## config.mk

```make
export PLATFORM = sky130hd
export DESIGN_NAME = uart_register_map_decode
export DESIGN_NICKNAME = d
export VERILOG_FILES = /design/src/hw/uart_regmap_pkg.sv /design/src/hw/strobe_edge.sv /design/src/hw/reg_select.sv /design/src/hw/uart_register_map_decode.sv
export SDC_FILE = /design/constraint.sdc
export NUM_CORES = 1
export LEC_CHECK = 0
export ABC_AREA = 0
export BUFFER_PORTS_ARGS = -buffer_cell sky130_fd_sc_hd__clkbuf_2
export CORE_ASPECT_RATIO = 1.5
export CORE_MARGIN = 1
export CORE_UTILIZATION = 25
export DETAILED_ROUTE_END_ITERATION = 10
export GPL_ROUTABILITY_DRIVEN = 1
export PLACE_DENSITY_LB_ADDON = 0.12
export SLEW_MARGIN = 20
export SYNTH_ARGS = -nofsm -noshare
export SYNTH_HDL_FRONTEND = slang
export SYNTH_SLANG_ARGS = --single-unit
```

## constraint.sdc

```tcl
create_clock -name sys_clk_i -period 2.4 [get_ports sys_clk_i]
set_clock_uncertainty 0.15 [all_clocks]
set_input_delay 0.24 -clock sys_clk_i [delete_from_list [all_inputs] [get_ports sys_clk_i]]
set_output_delay 0.24 -clock sys_clk_i [all_outputs]
set_load 0.03 [all_outputs]
```

## src/hw/uart_regmap_pkg.sv

```systemverilog
// Purpose: Shared constants and types for the channel register map decode.
// Assumes: One channel of a dual UART, 8-bit host bus, 3-bit register address.
// Notes:   Configuration registers reset to zero; register contents are held in the decode bank, not here.
package uart_regmap_pkg;

    // Register addresses; several registers share one address.
    localparam logic [2:0] ADDR_HOLD_DIVL  = 3'h0;
    localparam logic [2:0] ADDR_INTEN_DIVH = 3'h1;
    localparam logic [2:0] ADDR_FIFO_FEAT  = 3'h2;
    localparam logic [2:0] ADDR_LINE       = 3'h3;
    localparam logic [2:0] ADDR_MODEM_RES1 = 3'h4;
    localparam logic [2:0] ADDR_LSTAT_RES2 = 3'h5;
    localparam logic [2:0] ADDR_MSTAT_PAU1 = 3'h6;
    localparam logic [2:0] ADDR_SCR_PAU2   = 3'h7;

    // Gating values and bit positions.
    localparam logic [7:0] LINE_ENH_KEY   = 8'hbf;
    localparam int         LINE_DIV_BIT   = 7;
    localparam int         FEAT_ENH_BIT   = 4;
    localparam int         MODEM_LVL_BIT  = 6;
    localparam int         MODEM_LOOP_BIT = 4;
    localparam int         MODEM_RDY_BIT  = 2;

    // Bits that only change while enhanced functions are enabled.
    localparam logic [7:0] INTEN_ENH_MASK = 8'hf0;
    localparam logic [7:0] FIFO_ENH_MASK  = 8'h30;
    localparam logic [7:0] MODEM_ENH_MASK = 8'he0;
    // FIFO clear bits return to zero on their own.
    localparam logic [7:0] FIFO_SELF_CLR  = 8'h06;
    localparam logic [7:0] REG_RESET      = 8'h00;
    localparam logic [1:0] FRDY_ZERO      = 2'h0;

    // Strobe indices for the edge detector.
    localparam int         STB_RD         = 0;
    localparam int         STB_WR         = 1;
    localparam int         STB_COUNT      = 2;

    // Register selected by an access; one-hot.
    typedef enum logic [20:0] {
        SEL_NONE       = 21'h000001,
        SEL_RX_HOLD    = 21'h000002,
        SEL_TX_HOLD    = 21'h000004,
        SEL_DIV_LOW    = 21'h000008,
        SEL_DIV_HIGH   = 21'h000010,
        SEL_INT_EN     = 21'h000020,
        SEL_FIFO_CTRL  = 21'h000040,
        SEL_INT_IDENT  = 21'h000080,
        SEL_ENH_FEAT   = 21'h000100,
        SEL_FLOW_THR   = 21'h000200,
        SEL_LINE_CTRL  = 21'h000400,
        SEL_MODEM_CTRL = 21'h000800,
        SEL_LINE_STAT  = 21'h001000,
        SEL_MODEM_STAT = 21'h002000,
        SEL_SCRATCH    = 21'h004000,
        SEL_RESUME_1   = 21'h008000,
        SEL_RESUME_2   = 21'h010000,
        SEL_PAUSE_1    = 21'h020000,
        SEL_PAUSE_2    = 21'h040000,
        SEL_TRIG_LVL   = 21'h080000,
        SEL_FIFO_RDY   = 21'h100000
    } reg_sel_e;

    // Software-visible configuration registers.
    typedef struct packed {
        logic [7:0] interrupt_enable;
        logic [7:0] fifo_control;
        logic [7:0] line_control;
        logic [7:0] modem_control;
        logic [7:0] scratch_pad;
        logic [7:0] divisor_low;
        logic [7:0] divisor_high;
        logic [7:0] enhanced_feature;
        logic [7:0] resume_char_1;
        logic [7:0] resume_char_2;
        logic [7:0] pause_char_1;
        logic [7:0] pause_char_2;
        logic [7:0] flow_threshold;
        logic [7:0] trigger_level;
    } cfg_s;

    // Host bus pins of the device, all active-low strobes and selects.
    typedef struct packed {
        logic [2:0] addr;
        logic [7:0] wdata;
        logic       rd_n;
        logic       wr_n;
        logic       channel_a_select_n;
        logic       channel_b_select_n;
    } host_bus_s;

    // Read-only state supplied by the datapath around this block.
    typedef struct packed {
        logic [7:0] rx_holding;
        logic [7:0] interrupt_ident;
        logic [7:0] line_status;
        logic [7:0] modem_status;
        logic       rx_fifo_b;
        logic       rx_fifo_a;
        logic       tx_fifo_b;
        logic       tx_fifo_a;
    } status_s;

endpackage : uart_regmap_pkg

```

## src/hw/strobe_edge.sv

```systemverilog
// Purpose: Finds the first sampled cycle of each active host strobe.
// Assumes: Strobe levels are synchronous to the clock.
// Notes:   One access per strobe assertion, however long it is held.
`timescale 1ns/1ps
`default_nettype none
module strobe_edge (
    input  wire logic                                  sys_clk_i,
    input  wire logic                                  nrst_i,
    input  wire logic [uart_regmap_pkg::STB_COUNT-1:0] level_i,
    output logic      [uart_regmap_pkg::STB_COUNT-1:0] rise_o
);

    typedef struct packed {
        logic [uart_regmap_pkg::STB_COUNT-1:0] prev;
    } edge_state_s;

    edge_state_s q;
    edge_state_s d;

    // Remember the last level so a held strobe acts only once.
    always_comb
    begin
        d      = q;
        d.prev = level_i;
    end

    always_ff @(posedge sys_clk_i or negedge nrst_i)
    begin
        if (!nrst_i)
            q <= '0;
        else
            q <= d;
    end

    // A rise is a level that was low on the previous edge.
    genvar g;
    generate
        for (g = 0; g < uart_regmap_pkg::STB_COUNT; g++)
        begin : g_rise
            assign rise_o[g] = level_i[g] & ~q.prev[g];
        end
    endgenerate

endmodule : strobe_edge
`default_nettype wire

```

## src/hw/reg_select.sv

```systemverilog
// Purpose: Maps the address and gating bits to the register an access reaches.
// Assumes: Configuration values are the registered ones, stable during access.
// Notes:   Purely combinational; reads and writes decode separately.
`timescale 1ns/1ps
`default_nettype none
module reg_select (
    input  wire logic [2:0]                  addr_i,
    input  wire uart_regmap_pkg::cfg_s       cfg_i,
    input  wire logic                        both_selected_i,
    output uart_regmap_pkg::reg_sel_e        rd_sel_o,
    output uart_regmap_pkg::reg_sel_e        wr_sel_o
);

    // Shared decode; the write flag picks between the two register sets.
    function automatic uart_regmap_pkg::reg_sel_e pick(
        input logic [2:0]            a,
        input logic                  wr,
        input uart_regmap_pkg::cfg_s c,
        input logic                  both
    );
        logic div;
        logic key;
        logic lvl;
        logic rdy;
        uart_regmap_pkg::reg_sel_e s;
        div = c.line_control[uart_regmap_pkg::LINE_DIV_BIT];
        key = (c.line_control == uart_regmap_pkg::LINE_ENH_KEY);
        lvl = c.enhanced_feature[uart_regmap_pkg::FEAT_ENH_BIT]
            & c.modem_control[uart_regmap_pkg::MODEM_LVL_BIT];
        rdy = both & c.modem_control[uart_regmap_pkg::MODEM_RDY_BIT]
            & ~c.modem_control[uart_regmap_pkg::MODEM_LOOP_BIT];
        s = uart_regmap_pkg::SEL_NONE;
        if (a == uart_regmap_pkg::ADDR_HOLD_DIVL)
            s = div ? uart_regmap_pkg::SEL_DIV_LOW
              : (wr ? uart_regmap_pkg::SEL_TX_HOLD : uart_regmap_pkg::SEL_RX_HOLD);
        else if (a == uart_regmap_pkg::ADDR_INTEN_DIVH)
            s = div ? uart_regmap_pkg::SEL_DIV_HIGH : uart_regmap_pkg::SEL_INT_EN;
        else if (a == uart_regmap_pkg::ADDR_FIFO_FEAT)
            s = key ? uart_regmap_pkg::SEL_ENH_FEAT
              : lvl ? uart_regmap_pkg::SEL_FLOW_THR
              : (wr ? uart_regmap_pkg::SEL_FIFO_CTRL : uart_regmap_pkg::SEL_INT_IDENT);
        else if (a == uart_regmap_pkg::ADDR_LINE)
            s = uart_regmap_pkg::SEL_LINE_CTRL;
        else if (a == uart_regmap_pkg::ADDR_MODEM_RES1)
            s = key ? uart_regmap_pkg::SEL_RESUME_1 : uart_regmap_pkg::SEL_MODEM_CTRL;
        else if (a == uart_regmap_pkg::ADDR_LSTAT_RES2)
            s = key ? uart_regmap_pkg::SEL_RESUME_2 : uart_regmap_pkg::SEL_LINE_STAT;
        else if (a == uart_regmap_pkg::ADDR_MSTAT_PAU1)
            s = key ? uart_regmap_pkg::SEL_PAUSE_1 : uart_regmap_pkg::SEL_MODEM_STAT;
        else
            s = key ? uart_regmap_pkg::SEL_PAUSE_2
              : lvl ? uart_regmap_pkg::SEL_TRIG_LVL
              : (rdy && !wr) ? uart_regmap_pkg::SEL_FIFO_RDY
              : uart_regmap_pkg::SEL_SCRATCH;
        return s;
    endfunction : pick

    // Reads and writes at one address may reach different registers.
    assign rd_sel_o = pick(addr_i, 1'b0, cfg_i, both_selected_i);
    assign wr_sel_o = pick(addr_i, 1'b1, cfg_i, both_selected_i);

endmodule : reg_select
`default_nettype wire

```

## src/hw/uart_register_map_decode.sv

```systemverilog
// Purpose: Register bank and access gating for one channel of a dual UART.
// Assumes: Host bus pins are synchronous to sys_clk_i; this block is channel A.
// Notes:   Datapath state (holding, status) arrives on status_i and is only read.
`timescale 1ns/1ps
`default_nettype none
// Functional notes
// - Divisor bytes sit at addresses 0 and 1 only while line control bit 7 is set.
// - Enhanced feature and flow characters appear only when line control equals 0xbf.
// - Flow threshold and trigger level need enhanced enable and modem control bit 6.
// - FIFO-ready summary reads at 7 with both selects low, bit 2 set, no loopback.
// - Prescaler select bit 7 of modem control changes only with enhanced enable.
// - Eight addresses reach 20 8-bit registers; FIFO control write-only, status registers read-only.
// - Address plus gating bits pick the register; reads and writes may differ.
// - Enhanced-only bits, transmit trigger field included, change only with enable set.
module uart_register_map_decode (
    input  wire logic                       sys_clk_i,
    input  wire logic                       nrst_i,
    input  wire uart_regmap_pkg::host_bus_s bus_i,
    input  wire uart_regmap_pkg::status_s   status_i,
    output logic [7:0]                      rdata_o,
    output logic                            data_oe_n_o,
    output logic                            tx_write_o,
    output logic [7:0]                      tx_data_o,
    output logic                            rx_read_o,
    output logic                            fifo_control_write_o,
    output uart_regmap_pkg::cfg_s           config_o
);

    // Whole state of the bank.
    typedef struct packed {
        uart_regmap_pkg::cfg_s cfg;
        logic [7:0]            rdata;
        logic                  data_oe_n;
        logic                  tx_we;
        logic [7:0]            tx_data;
        logic                  rx_re;
        logic                  fifo_we;
    } bank_state_s;

    bank_state_s q;
    bank_state_s d;

    logic [uart_regmap_pkg::STB_COUNT-1:0] level;
    logic [uart_regmap_pkg::STB_COUNT-1:0] rise;
    logic                                  both_selected;
    logic                                  enh_en;
    uart_regmap_pkg::reg_sel_e             rd_sel;
    uart_regmap_pkg::reg_sel_e             wr_sel;
    logic [7:0]                            frdy;

    // Merge a write so that protected bits keep their old value unless enabled.
    function automatic logic [7:0] guarded(
        input logic [7:0] old_v,
        input logic [7:0] new_v,
        input logic [7:0] mask,
        input logic       en
    );
        guarded = en ? new_v : ((old_v & mask) | (new_v & ~mask));
    endfunction : guarded

    // Strobes count only while this channel is selected.
    assign level[uart_regmap_pkg::STB_RD] = ~bus_i.channel_a_select_n & ~bus_i.rd_n;
    assign level[uart_regmap_pkg::STB_WR] = ~bus_i.channel_a_select_n & ~bus_i.wr_n;
    assign both_selected = ~bus_i.channel_a_select_n & ~bus_i.channel_b_select_n;
    assign enh_en = q.cfg.enhanced_feature[uart_regmap_pkg::FEAT_ENH_BIT];

    // Summary of all four FIFO ready flags, padding bits read as zero.
    assign frdy = {uart_regmap_pkg::FRDY_ZERO, status_i.rx_fifo_b, status_i.rx_fifo_a,
                   uart_regmap_pkg::FRDY_ZERO, status_i.tx_fifo_b, status_i.tx_fifo_a};

    strobe_edge u_edge (
        .sys_clk_i (sys_clk_i),
        .nrst_i    (nrst_i),
        .level_i   (level),
        .rise_o    (rise)
    );

    reg_select u_sel (
        .addr_i          (bus_i.addr),
        .cfg_i           (q.cfg),
        .both_selected_i (both_selected),
        .rd_sel_o        (rd_sel),
        .wr_sel_o        (wr_sel)
    );

    // Next-state logic for the bank. Pulses last one cycle; clear bits self-reset.
    always_comb
    begin
        d                  = q;
        d.tx_we            = 1'b0;
        d.rx_re            = 1'b0;
        d.fifo_we          = 1'b0;
        d.cfg.fifo_control = q.cfg.fifo_control & ~uart_regmap_pkg::FIFO_SELF_CLR;
        // Drive the bus for the cycles the read strobe is held, one cycle later.
        d.data_oe_n        = ~level[uart_regmap_pkg::STB_RD];

        // Write path. Registers not named here take no write at all.
        if (rise[uart_regmap_pkg::STB_WR])
        begin
            case (wr_sel)
                uart_regmap_pkg::SEL_TX_HOLD:
                begin
                    d.tx_we   = 1'b1;
                    d.tx_data = bus_i.wdata;
                end
                uart_regmap_pkg::SEL_DIV_LOW:
                    d.cfg.divisor_low = bus_i.wdata;
                uart_regmap_pkg::SEL_DIV_HIGH:
                    d.cfg.divisor_high = bus_i.wdata;
                uart_regmap_pkg::SEL_INT_EN:
                    d.cfg.interrupt_enable = guarded(q.cfg.interrupt_enable, bus_i.wdata,
                        uart_regmap_pkg::INTEN_ENH_MASK, enh_en);
                uart_regmap_pkg::SEL_FIFO_CTRL:
                begin
                    d.cfg.fifo_control = guarded(q.cfg.fifo_control, bus_i.wdata,
                        uart_regmap_pkg::FIFO_ENH_MASK, enh_en);
                    d.fifo_we = 1'b1;
                end
                uart_regmap_pkg::SEL_ENH_FEAT:
                    d.cfg.enhanced_feature = bus_i.wdata;
                uart_regmap_pkg::SEL_FLOW_THR:
                    d.cfg.flow_threshold = bus_i.wdata;
                uart_regmap_pkg::SEL_LINE_CTRL:
                    d.cfg.line_control = bus_i.wdata;
                uart_regmap_pkg::SEL_MODEM_CTRL:
                    d.cfg.modem_control = guarded(q.cfg.modem_control, bus_i.wdata,
                        uart_regmap_pkg::MODEM_ENH_MASK, enh_en);
                uart_regmap_pkg::SEL_SCRATCH:
                    d.cfg.scratch_pad = bus_i.wdata;
                uart_regmap_pkg::SEL_RESUME_1:
                    d.cfg.resume_char_1 = bus_i.wdata;
                uart_regmap_pkg::SEL_RESUME_2:
                    d.cfg.resume_char_2 = bus_i.wdata;
                uart_regmap_pkg::SEL_PAUSE_1:
                    d.cfg.pause_char_1 = bus_i.wdata;
                uart_regmap_pkg::SEL_PAUSE_2:
                    d.cfg.pause_char_2 = bus_i.wdata;
                uart_regmap_pkg::SEL_TRIG_LVL:
                    d.cfg.trigger_level = bus_i.wdata;
                default:
                    d.cfg = d.cfg;
            endcase
        end

        // Read path. The value is captured once, at the start of the strobe,
        // so a slow host never sees it change in the middle of a read.
        if (rise[uart_regmap_pkg::STB_RD])
        begin
            case (rd_sel)
                uart_regmap_pkg::SEL_RX_HOLD:
                begin
                    d.rdata = status_i.rx_holding;
                    d.rx_re = 1'b1;
                end
                uart_regmap_pkg::SEL_DIV_LOW:    d.rdata = q.cfg.divisor_low;
                uart_regmap_pkg::SEL_DIV_HIGH:   d.rdata = q.cfg.divisor_high;
                uart_regmap_pkg::SEL_INT_EN:     d.rdata = q.cfg.interrupt_enable;
                uart_regmap_pkg::SEL_INT_IDENT:  d.rdata = status_i.interrupt_ident;
                uart_regmap_pkg::SEL_ENH_FEAT:   d.rdata = q.cfg.enhanced_feature;
                uart_regmap_pkg::SEL_FLOW_THR:   d.rdata = q.cfg.flow_threshold;
                uart_regmap_pkg::SEL_LINE_CTRL:  d.rdata = q.cfg.line_control;
                uart_regmap_pkg::SEL_MODEM_CTRL: d.rdata = q.cfg.modem_control;
                uart_regmap_pkg::SEL_LINE_STAT:  d.rdata = status_i.line_status;
                uart_regmap_pkg::SEL_MODEM_STAT: d.rdata = status_i.modem_status;
                uart_regmap_pkg::SEL_SCRATCH:    d.rdata = q.cfg.scratch_pad;
                uart_regmap_pkg::SEL_RESUME_1:   d.rdata = q.cfg.resume_char_1;
                uart_regmap_pkg::SEL_RESUME_2:   d.rdata = q.cfg.resume_char_2;
                uart_regmap_pkg::SEL_PAUSE_1:    d.rdata = q.cfg.pause_char_1;
                uart_regmap_pkg::SEL_PAUSE_2:    d.rdata = q.cfg.pause_char_2;
                uart_regmap_pkg::SEL_TRIG_LVL:   d.rdata = q.cfg.trigger_level;
                uart_regmap_pkg::SEL_FIFO_RDY:   d.rdata = frdy;
                default:                         d.rdata = uart_regmap_pkg::REG_RESET;
            endcase
        end
    end

    // State register; every field has a constant reset value.
    always_ff @(posedge sys_clk_i or negedge nrst_i)
    begin
        if (!nrst_i)
        begin
            q           <= '0;
            q.data_oe_n <= 1'b1;
        end
        else
        begin
            q <= d;
        end
    end

    // Outputs come straight from the state register.
    assign rdata_o              = q.rdata;
    assign data_oe_n_o          = q.data_oe_n;
    assign tx_write_o           = q.tx_we;
    assign tx_data_o            = q.tx_data;
    assign rx_read_o            = q.rx_re;
    assign fifo_control_write_o = q.fifo_we;
    assign config_o             = q.cfg;

endmodule : uart_register_map_decode
`default_nettype wire

```

After elaboration in Yosys (flattened, before gate mapping)
Cells that the tools add are included.
{"block": "word_totals", "register_bits": 134, "output_inout_bits": 132, "in_bits": 53, "latchBits": 0, "n_memories": 0, "ramBits": 0, "rom_bits": 0, "word_cells": 150}
{"block": "classes", "eq_ne": 40, "n_reduce_logical": 16, "n_bitwise": 19, "muxes": 53, "magnitude_cmp": 0, "add_sub_neg": 0, "mul": 0, "n_shift": 0, "div": 0}
{"op": "2-to-1 mux 21 bit", "n": 20}
{"op": "one-hot mux 8 bit (18 select lines)", "n": 1}
{"op": "2-to-1 mux 8 bit", "n": 15}
{"op": "2-to-1 mux 99 bit", "n": 1}
{"op": "equality test 21 x 10 -> 1 bit, second input constant", "n": 2}
{"op": "equality test 21 x 11 -> 1 bit, second input constant", "n": 2}
{"op": "equality test 21 x 12 -> 1 bit, second input constant", "n": 2}
{"op": "equality test 21 x 15 -> 1 bit, second input constant", "n": 2}
{"op": "equality test 21 x 16 -> 1 bit, second input constant", "n": 2}
{"op": "equality test 21 x 17 -> 1 bit, second input constant", "n": 2}
{"op": "equality test 21 x 18 -> 1 bit, second input constant", "n": 2}
{"op": "equality test 21 x 19 -> 1 bit, second input constant", "n": 2}
{"op": "equality test 21 x 20 -> 1 bit, second input constant", "n": 2}
{"op": "equality test 21 x 4 -> 1 bit, second input constant", "n": 2}
{"op": "equality test 21 x 5 -> 1 bit, second input constant", "n": 2}
{"op": "equality test 21 x 6 -> 1 bit, second input constant", "n": 2}
{"op": "equality test 21 x 9 -> 1 bit, second input constant", "n": 2}
{"op": "AND reduction 2 bit", "n": 15}
{"op": "equality test 21 x 13 -> 1 bit, second input constant", "n": 1}
{"op": "equality test 21 x 14 -> 1 bit, second input constant", "n": 1}
{"op": "equality test 21 x 2 -> 1 bit, second input constant", "n": 1}
{"op": "equality test 21 bit, second input constant", "n": 1}
{"op": "equality test 21 x 3 -> 1 bit, second input constant", "n": 1}
{"op": "equality test 21 x 7 -> 1 bit, second input constant", "n": 1}
{"op": "other kinds (21)", "n": 44}

Depth between registers and ports, before layout
Gate-level depths: netlist of the first run.
{"block": "depth", "depth_word": 17, "mapped_depth": 9, "ltp_nobuf": 6}

By module
From an unflattened synthesis of the first run, not the netlist that was laid out.
{"block": "unflattened", "cells_unflattened": 597, "hier_area_um2": 6972.9}
{"mod": "uart_register_map_decode", "area_each_um2": 6399.9, "seq_area_each_um2": 3304.4, "instances": 1, "cells_per_inst": 531}
{"mod": "reg_select", "area_each_um2": 495.5, "seq_area_each_um2": 0.0, "instances": 1, "cells_per_inst": 62}
{"mod": "strobe_edge", "area_each_um2": 77.6, "seq_area_each_um2": 50.0, "instances": 1, "cells_per_inst": 4}

Worst setup path after synthesis of the first run
Ideal clock, no wire load.
{"block": "synth_path", "kind": "reg2reg", "start": "register q, in the netlist config_o[95]", "end": "register q, in the netlist config_o[24]", "slack_ps": 168, "required_time_ps": 2125, "arrival_ps": 1957, "stages_incl_launch_ff": 7, "path_buffers": 1, "cell_sequence": "dfrtp_1 > buf_2 > and4_1 > and2_1 > nand2_1 > nor3_2 > mux2_2"}
{"block": "synth_via", "elab_chain_cells": 11}
{"item": "start, declared", "line": "uart_register_map_decode.sv:40", "rtl": "bank_state_s q;"}
{"item": "equality test 8 bit", "line": "reg_select.sv:27", "rtl": "key = (c.line_control == uart_regmap_pkg::LINE_ENH_KEY);"}
{"item": "2-to-1 mux 21 bit or 2-to-1 mux 18 bit (tied branches)", "line": "reg_select.sv:51, reg_select.sv:49"}
{"item": "2-to-1 mux 21 bit", "line": "reg_select.sv:48", "rtl": "else if (a == uart_regmap_pkg::ADDR_MSTAT_PAU1)"}
{"item": "2-to-1 mux 21 bit", "line": "reg_select.sv:46", "rtl": "else if (a == uart_regmap_pkg::ADDR_LSTAT_RES2)"}
{"item": "2-to-1 mux 21 bit", "line": "reg_select.sv:44", "rtl": "else if (a == uart_regmap_pkg::ADDR_MODEM_RES1)"}
{"item": "2-to-1 mux 21 bit", "line": "reg_select.sv:42", "rtl": "else if (a == uart_regmap_pkg::ADDR_LINE)"}
{"item": "2-to-1 mux 21 bit", "line": "reg_select.sv:38", "rtl": "else if (a == uart_regmap_pkg::ADDR_FIFO_FEAT)"}
{"item": "2-to-1 mux 21 bit", "line": "reg_select.sv:36", "rtl": "else if (a == uart_regmap_pkg::ADDR_INTEN_DIVH)"}
{"item": "2-to-1 mux 21 bit (*)", "line": "reg_select.sv:33", "rtl": "if (a == uart_regmap_pkg::ADDR_HOLD_DIVL)"}
{"item": "equality test 21 x 18 -> 1 bit (*)", "line": "uart_register_map_decode.sv:100", "rtl": "case (wr_sel)"}
{"item": "AND reduction 2 bit (no line) (*)"}
Mark *: on every way between the ends. The rest lies on a longest branch, timed or not.
A chain may end at the register's enable or synchronous reset.

Worst setup path after layout of the first run
{"block": "layout_path", "start": "register q, in the netlist config_o[84]", "end": "register q, in the netlist rdata_o[5]"}
{"block": "layout_via", "elab_chain_cells": 14}
{"item": "inverter 1 bit (*)", "line": "reg_select.sv:31", "rtl": "& ~c.modem_control[uart_regmap_pkg::MODEM_LOOP_BIT];"}
{"item": "bitwise AND 1 bit (*)"}
{"item": "2-to-1 mux 21 bit (*)", "line": "reg_select.sv:53", "rtl": ": (rdy && !wr) ? uart_regmap_pkg::SEL_FIFO_RDY"}
{"item": "2-to-1 mux 21 bit (*)", "line": "reg_select.sv:52", "rtl": ": lvl ? uart_regmap_pkg::SEL_TRIG_LVL"}
{"item": "2-to-1 mux 21 bit (*)", "line": "reg_select.sv:51", "rtl": "s = key ? uart_regmap_pkg::SEL_PAUSE_2"}
{"item": "2-to-1 mux 21 bit (*)", "line": "reg_select.sv:48"}
{"item": "2-to-1 mux 21 bit (*)", "line": "reg_select.sv:46"}
{"item": "2-to-1 mux 21 bit (*)", "line": "reg_select.sv:44"}
{"item": "2-to-1 mux 21 bit (*)", "line": "reg_select.sv:42"}
{"item": "2-to-1 mux 21 bit (*)", "line": "reg_select.sv:38"}
{"item": "2-to-1 mux 21 bit (*)", "line": "reg_select.sv:36"}
{"item": "2-to-1 mux 21 bit (*)", "line": "reg_select.sv:33"}
{"item": "equality test 21 bit, or another cell as far along", "line": "uart_register_map_decode.sv:149", "rtl": "case (rd_sel)"}
{"item": "one-hot mux 8 bit (18 select lines) (*)", "line": "uart_register_map_decode.sv:149"}
Marks and branches as above.

==> results of run 1 <==
power breakdown:
group	total, µW	switching (µW)	internal [µW]
registers	2670	189	2480
clock network	2660	1090	1570
logic	1400	915	481
worst max-delay path by stage:
| stage | to | slack (ns) | cells after the start |
|---|---|---|---|
| floorplan | config_o[24] | 0.17 | 6 |
| global placement | rdata_o[5] | 0.08 | 5 |
| detailed placement | rdata_o[5] | 0.07 | 6 |
| CTS | rdata_o[5] | 0.09 | 5 |
| global route | rdata_o[5] | 0.04 | 5 |
| finish | rdata_o[5] | 0.07 | 5 |
cells in the mapped netlist, drive strengths merged (7+ instances only):
| cell type | number |
|---|---|
| mux2 | 135 |
| dfrtp | 133 |
| clkbuf | 20 |
| mux2i | 20 |
| nand3 | 19 |
| buf | 18 |
| nand2 | 18 |
| a21oi | 17 |
| o21ai | 16 |
| nor2 | 14 |
| nand3b | 10 |
| a22oi | 9 |
| and3 | 7 |
| or3 | 7 |
logic make-up (layout without fill, tap and decap cells):
kind of cell | Yosys count | after routing | synth area share
mux | 158 | 158 | 0.281
flops | 134 | 134 | 0.524
simple gates | 98 | 98 | 0.0868
compound gates | 74 | 74 | 0.0794
buf+inv | 41 | 253 | 0.0289
flip-flops by register name, summed over array words and instances, names as in the netlist:
signal	flops
fifo_control_write_o	1
u_edge.q	2
rdata_o	8
tx_data_o	8
data_oe_n_o	1
tx_write_o	1
config_o	112
rx_read_o	1
metal layers:
metal  vias up  share of wire  GRT usage  wire [µm]
met5         -              0          0          0
met4         0          0.015     0.0600        363
met3        17          0.051     0.0445       1230
met2       156           0.53      0.338      12800
met1      2596           0.41      0.224       9850
li1       2281              -          -          -
metrics by stage:
stage,total power [µW],util
after detailed placement,4130,0.312
after global placement,4110,0.312
after global routing,7000,0.337
final,6730,0.337
after CTS,6820,0.337
after floorplan,3520,-
timing repair:
action,CTS,global route
hold buffers,4,0
resized for setup,0,0
hold endpoints to repair,66,0
cell type report:
| type | count | share of cell area |
|---|---|---|
| Clock buffer | 19 | 0.0523 |
| Clock inverter | 13 | 0.0176 |
| Timing Repair Buffer | 218 | 0.147 |
| Multi-Input combinational cell | 330 | 0.338 |
| Tap cell | 328 | 0.0485 |
| Sequential cell | 134 | 0.396 |
| Inverter | 3 | 0.00133 |
==> Implementation_results.wiki, run 1 <==
{| class="wikitable"
! Metric !! Value
|-
| Final hold violation count || 0
|-
| Cell taking the most area after synthesis || dfrtp_1
|-
| Period utilisation layout || 0.971
|-
| Kind of cell adding the most delay to the critical path || simple AND/OR/NAND/NOR gates
|-
| Most common library cell in the layout ignoring fill and taps || clkbuf_2
|-
| Post-CTS clock slew at the launch and capture registers of the worst setup and hold paths || roughly 0.060 ns
|-
| Die area || 26,300 µm²
|-
| Hpwl dp || 18,000 µm
|-
| Most used cells in the layout excluding fill and tap cells || clkbuf_2 (183), mux2_2 (133), dfrtp_1 (133), buf_4 (26), mux2i_1 (20)
|-
| Capture endpoint of the worst hold path || data_oe_n_o
|-
| Critical path launch point || config_o[84]
|-
| Input/output buffers || ~180
|-
| Leakage power || 0.00424 µW
|-
| Startpoint-to-endpoint class of the critical path || register to register
|-
| Warnings from Yosys || 0
|-
| Endpoint class of the critical path || register
|-
| # diodes || 0
|-
| Max capacitance violation total || 0
|-
| Via count of the first global-routing pass || 5,415
|-
| Hold Path Depth || 2
|-
| Fraction of post-synthesis cell area in the top cell type by area || 0.520
|-
| Post-synth EDFFs || 0
|-
| RSZ-0062 raised after global routing || no
|-
| Leading cell types by total area after synthesis || dfrtp_1 (52%), mux2_2 (23%), mux2i_1 (3.1%), nand3_1 (1.5%), a21oi_1 (1.3%)
|-
| Power density over the cells || 794 nW/µm²
|-
| Slowest stage cell on the critical path || or4b_4
|-
| Hold Worst Slack || 0.0597 ns
|-
| Number of storage elements in the synthesis netlist || 134
|-
| Class of the worst hold path || input pin to register
|-
| Number of detailed-routing iterations run before antenna repair || 4
|-
| Placed Instance Area || 7840 µm²
|-
| Unique cell type count in the Yosys netlist || 51
|-
| Register-to-Register Setup Slack || just over 0.07 ns
|-
| Clock insertion delay at the later pin of the skew report || 0.43 ns
|-
| Syn_nets || between 500 and 600
|-
| Startpoint types || register
|-
| Maximum buffer depth of the clock tree || 2
|-
| Number of standard-cell rows in the floorplan || 71
|-
| Overall overflow remaining after global route || 0
|-
| Fraction of the yosys area taken by sequential cells || 0.524
|-
| CTS buffer count || 17
|-
| Signal arrival time at the worst endpoint || 2.49 ns
|-
| Number of nets in the finished design || 757
|-
| DRC violations left || 0
|-
| Area of the multi-input gates || 2860 µm²
|-
| Number of setup buffers added after CTS || 0
|-
| Pin count of the biggest net entering global routing || 68
|-
| Synthesized instance count || 505
|-
| Routed vias || 5,050
|-
| Effective utilization at floorplan || 0.255
|-
| Mean Syn Cell Area || 12.7 µm²
|-
| Number of antenna violations at the first check in global routing || 0
|-
| CTS H-Tree Depth || 4
|-
| Buf/Inv on CP || 0
|-
| Slew at the pin with the worst max-slew slack || between 0.7 and 0.8 ns
|-
| Beginning of the worst register-to-register path || config_o[84]
|-
| Die Width || roughly 130 µm
|-
| Beginning of the worst hold path || bus_i[1]
|-
| Vias per cell || 4.83
|-
| Final-layout setup total negative slack || 0 ns
|-
| Maximum achievable frequency || ~430 MHz
|-
| Final number of max-transition violations || 0
|-
| Share of final-layout standard cells stronger than drive strength 1 || 0.548
|-
| Main flop type after synthesis || dfrtp_1
|-
| Post-DR wirelength/cell || around 23 µm
|-
| Number of I/O pins || 185
|-
| Cell count after placement || 1,009
|-
| Ordered list of cells on the worst path || or4b_4 > mux2_4 > a22oi_1 > nor2_1 > o32a_1
|-
| R2r endpoint || rdata_o[5]
|-
| Antenna Violating Nets Remaining || 0
|-
| Proportion of synthesized flip-flops having asynchronous set or reset || 1.00
|-
| Placeable core region || between 20,000 and 30,000 µm²
|-
| Maximum vdd drop || 0.000449 V
|-
| Final setup violation count || 0
|-
| Final weighted congestion in routability-driven placement || 0.837
|-
| Pre-CTS setup slack || between 0.06 and 0.07 ns
|-
| CTS sink count || between 100 and 150
|-
| Number of standard cells in the final layout excluding fillers || 1,045
|-
| Status || complete, no violations
|-
| Die span in y || 198 µm
|-
| Worst r2r path cells || 5
|-
| Flip-flop and latch area || 3350 µm²
|-
| Area growth from synthesis to layout || 32.4%
|-
| Rel. slew slack || 0.527
|-
| TritonCTS clock tree || done
|-
| Post-route cell area || 8470 µm²
|-
| CTS Root Buffer Type || clkbuf_16
|-
| Iteration-0 DRC Markers || 225
|-
| Maximum fanout count along the critical path || 8
|-
| Global routing usage summed across all routing layers || 0.190
|-
| Total standard cell area after synthesis || between 6000 and 7000 µm²
|-
| Worst-case setup margin in the final layout || around 0.070 ns
|-
| Final routed wirelength across all metal layers || 24,200 µm
|-
| CP peak stage delay || 0.60 ns
|-
| Clock period minus final worst setup slack || approximately 2.3 ns
|-
| Filler Cell Count || 2,577
|-
| Required time of the critical path || roughly 2.6 ns
|-
| First-pass GRT wire length || about 36,000 µm
|}
No activity file was read; power rests on OpenSTA's default activity.
==> inputs of run 2 (changes only) <==
Settings changed: BUFFER_PORTS_ARGS -buffer_cell sky130_fd_sc_hd__clkbuf_2 to -buffer_cell sky130_fd_sc_hd__buf_2, SKIP_CTS_REPAIR_TIMING set to 1.
==> run 2 against run 1 <==
  * Register-to-register slack improved by 0.04 ns
  * Sequential cell count is the same
  * Sequential power about the same
  * Combinational power hardly changed
  * Critical path type unchanged
==> Implementation_results.wiki, run 2 (synthesized netlist as in run 1, its figures left out) <==
{| class="wikitable"
! Metric !! Value
|-
| Status || complete, no violations
|-
| Cell count after placement || 1,010
|-
| Effective utilization at floorplan || 0.255
|-
| Number of I/O pins || 185
|-
| Register-to-Register Setup Slack || 0.11 ns
|-
| Signal arrival time at the worst endpoint || between 2 and 2.5 ns
|-
| Number of nets in the finished design || roughly 760
|-
| First-pass GRT wire length || 35,500 µm
|-
| CTS sink count || ~130
|-
| Power share of the clock group || 0.411
|-
| Maximum buffer depth of the clock tree || 2
|-
| Number of standard cells in the final layout excluding fillers || 1,046
|-
| Share of final-layout standard cells stronger than drive strength 1 || 0.550
|-
| TritonCTS clock tree || done
|-
| Flip-flop and latch area || between 3000 and 4000 µm²
|-
| Slowest stage cell on the critical path || or4b_4
|-
| Routed vias || 5,056
|-
| Endpoint class of the critical path || register
|-
| Startpoint types || register
|-
| Area growth from synthesis to layout || 32.9%
|-
| Final weighted congestion in routability-driven placement || between 0.7 and 0.8
|-
| Power density over the cells || 806 nW/µm²
|-
| Placeable core region || about 25,000 µm²
|-
| Total stage count of the critical path || 5
|-
| Max capacitance violation total || 0
|-
| Die area || 26,300 µm²
|-
| Die span in y || roughly 200 µm
|-
| Clock period minus final worst setup slack || approximately 2.3 ns
|-
| Die Width || approximately 130 µm
|-
| Filler Cell Count || 2,561
|-
| # diodes || 0
|-
| Rel. slew slack || 0.572
|-
| Post-DR wirelength/cell || 22.9 µm
|-
| Final-layout setup total negative slack || 0 ns
|-
| Worst r2r path cells || 5
|-
| Final number of max-transition violations || 0
|-
| CTS H-Tree Depth || 4
|-
| Overall overflow remaining after global route || 0
|-
| Placed Instance Area || 7830 µm²
|-
| Period utilisation layout || 0.955
|-
| Via count of the first global-routing pass || 5,344
|-
| Final hold violation count || 0
|-
| CTS Root Buffer Type || clkbuf_16
|-
| Vias per cell || around 4.8
|-
| Maximum vdd drop || 0.000432 V
|-
| Switching Fraction || 0.308
|-
| Area of the multi-input gates || 2860 µm²
|-
| Global routing usage summed across all routing layers || 0.188
|-
| Buf/Inv on CP || 0
|-
| Fraction of power consumed by combinational cells || 0.201
|-
| Iteration-0 DRC Markers || 273
|-
| Number of antenna violations at the first check in global routing || 0
|-
| Maximum fanout count along the critical path || 8
|-
| Maximum achievable frequency || 437 MHz
|-
| CTS buffer count || 17
|-
| Most common library cell in the layout ignoring fill and taps || buf_2
|-
| Pin count of the biggest net entering global routing || 61
|-
| Most used cells in the layout excluding fill and tap cells || buf_2 (183), mux2_2 (133), dfrtp_1 (133), buf_4 (28), mux2i_1 (20)
|-
| Internal || ~4700 µW
|-
| Post-CTS clock slew at the launch and capture registers of the worst setup and hold paths || 0.06 ns
|-
| Required time of the critical path || about 2.6 ns
|-
| Startpoint-to-endpoint class of the critical path || register to register
|-
| RSZ-0062 raised after global routing || no
|-
| Part of the total power dissipated in sequential elements || 0.387
|-
| Slew at the pin with the worst max-slew slack || 0.641 ns
|-
| Hold Path Depth || 2
|-
| Class of the worst hold path || input pin to register
|-
| Net Sw Power || 2110 µW
|-
| Clock insertion delay at the later pin of the skew report || 0.43 ns
|-
| Ordered list of cells on the worst path || or4b_4 > mux2_4 > a22oi_1 > nor2_1 > o32a_1
|-
| Number of standard-cell rows in the floorplan || 71
|-
| Final routed wirelength across all metal layers || about 24,000 µm
|-
| Number of detailed-routing iterations run before antenna repair || 4
|-
| Hpwl dp || 17,900 µm
|-
| CP peak stage delay || 0.60 ns
|-
| Final setup violation count || 0
|-
| DRC violations left || 0
|-
| Input/output buffers || between 150 and 200
|-
| Post-route cell area || 8500 µm²
|-
| Kind of cell adding the most delay to the critical path || simple AND/OR/NAND/NOR gates
|-
| Max FFs per register || 112
|-
| Final design utilization || 0.338
|-
| Antenna Violating Nets Remaining || 0
|-
| Leakage power || around 0.0043 µW
|}
[run 2: power groups by stage]
stage | clock network (µW) | logic [µW] | registers (µW)
4_1_cts | 2890 | 1400 | 2660
5_1_grt | 2990 | 1460 | 2690
3_5_place_dp | 0 | 1400 | 2700
2_1_floorplan | 0 | 434 | 3080
3_3_place_gp | 0 | 1380 | 2700
6_report | 2820 | 1380 | 2650
[run 2: metal layers]
metal  wire [µm]  part of all wire  GRT usage
met1        9830              0.41      0.223
met2       12200              0.51      0.321
met3        1260             0.053     0.0486
met4         636             0.027     0.0762
met5           0                 0          0
[run 2: cell type report]
| cell class | instances | share of cell area |
|---|---|---|
| well taps | 328 | 0.0483 |
| clock inverters | 13 | 0.0210 |
| multi-input cells | 330 | 0.336 |
| repair buffers | 219 | 0.146 |
| inverters | 3 | 0.00132 |
| clock buffers | 19 | 0.0533 |
| flip-flops and latches | 134 | 0.394 |
[run 2: path summary, 6_finish.rpt]
kind	start	endpoint
worst max register to register	config_o[84]	rdata_o[5]
min in group asynchronous	nrst_i	config_o[65]
worst min-delay path	bus_i[1]	data_oe_n_o
worst max-delay path	config_o[84]	rdata_o[5]
max in group asynchronous	nrst_i	config_o[96]
worst min register to register	tx_data_o[5]	tx_data_o[5]
[run 2: worst reg2reg max path, stage by stage, from the launching register on]
cell	delay, ns
dfrtp_1	0.41
or4b_4	0.60
mux2_4	0.35
a22oi_1	0.23
nor2_1	0.10
o32a_1	0.34
[run 2: per-stage QoR]
stage	worst slack, ns	power, µW	hold slack [ns]
after global placement	0.0836	4080	0.133
after floorplan	0.168	3520	-0.206
after detailed placement	0.0667	4100	0.137
final	0.109	6850	0.0632
after global routing	0.0647	7140	0.0700
after CTS	0.124	6950	-0.324
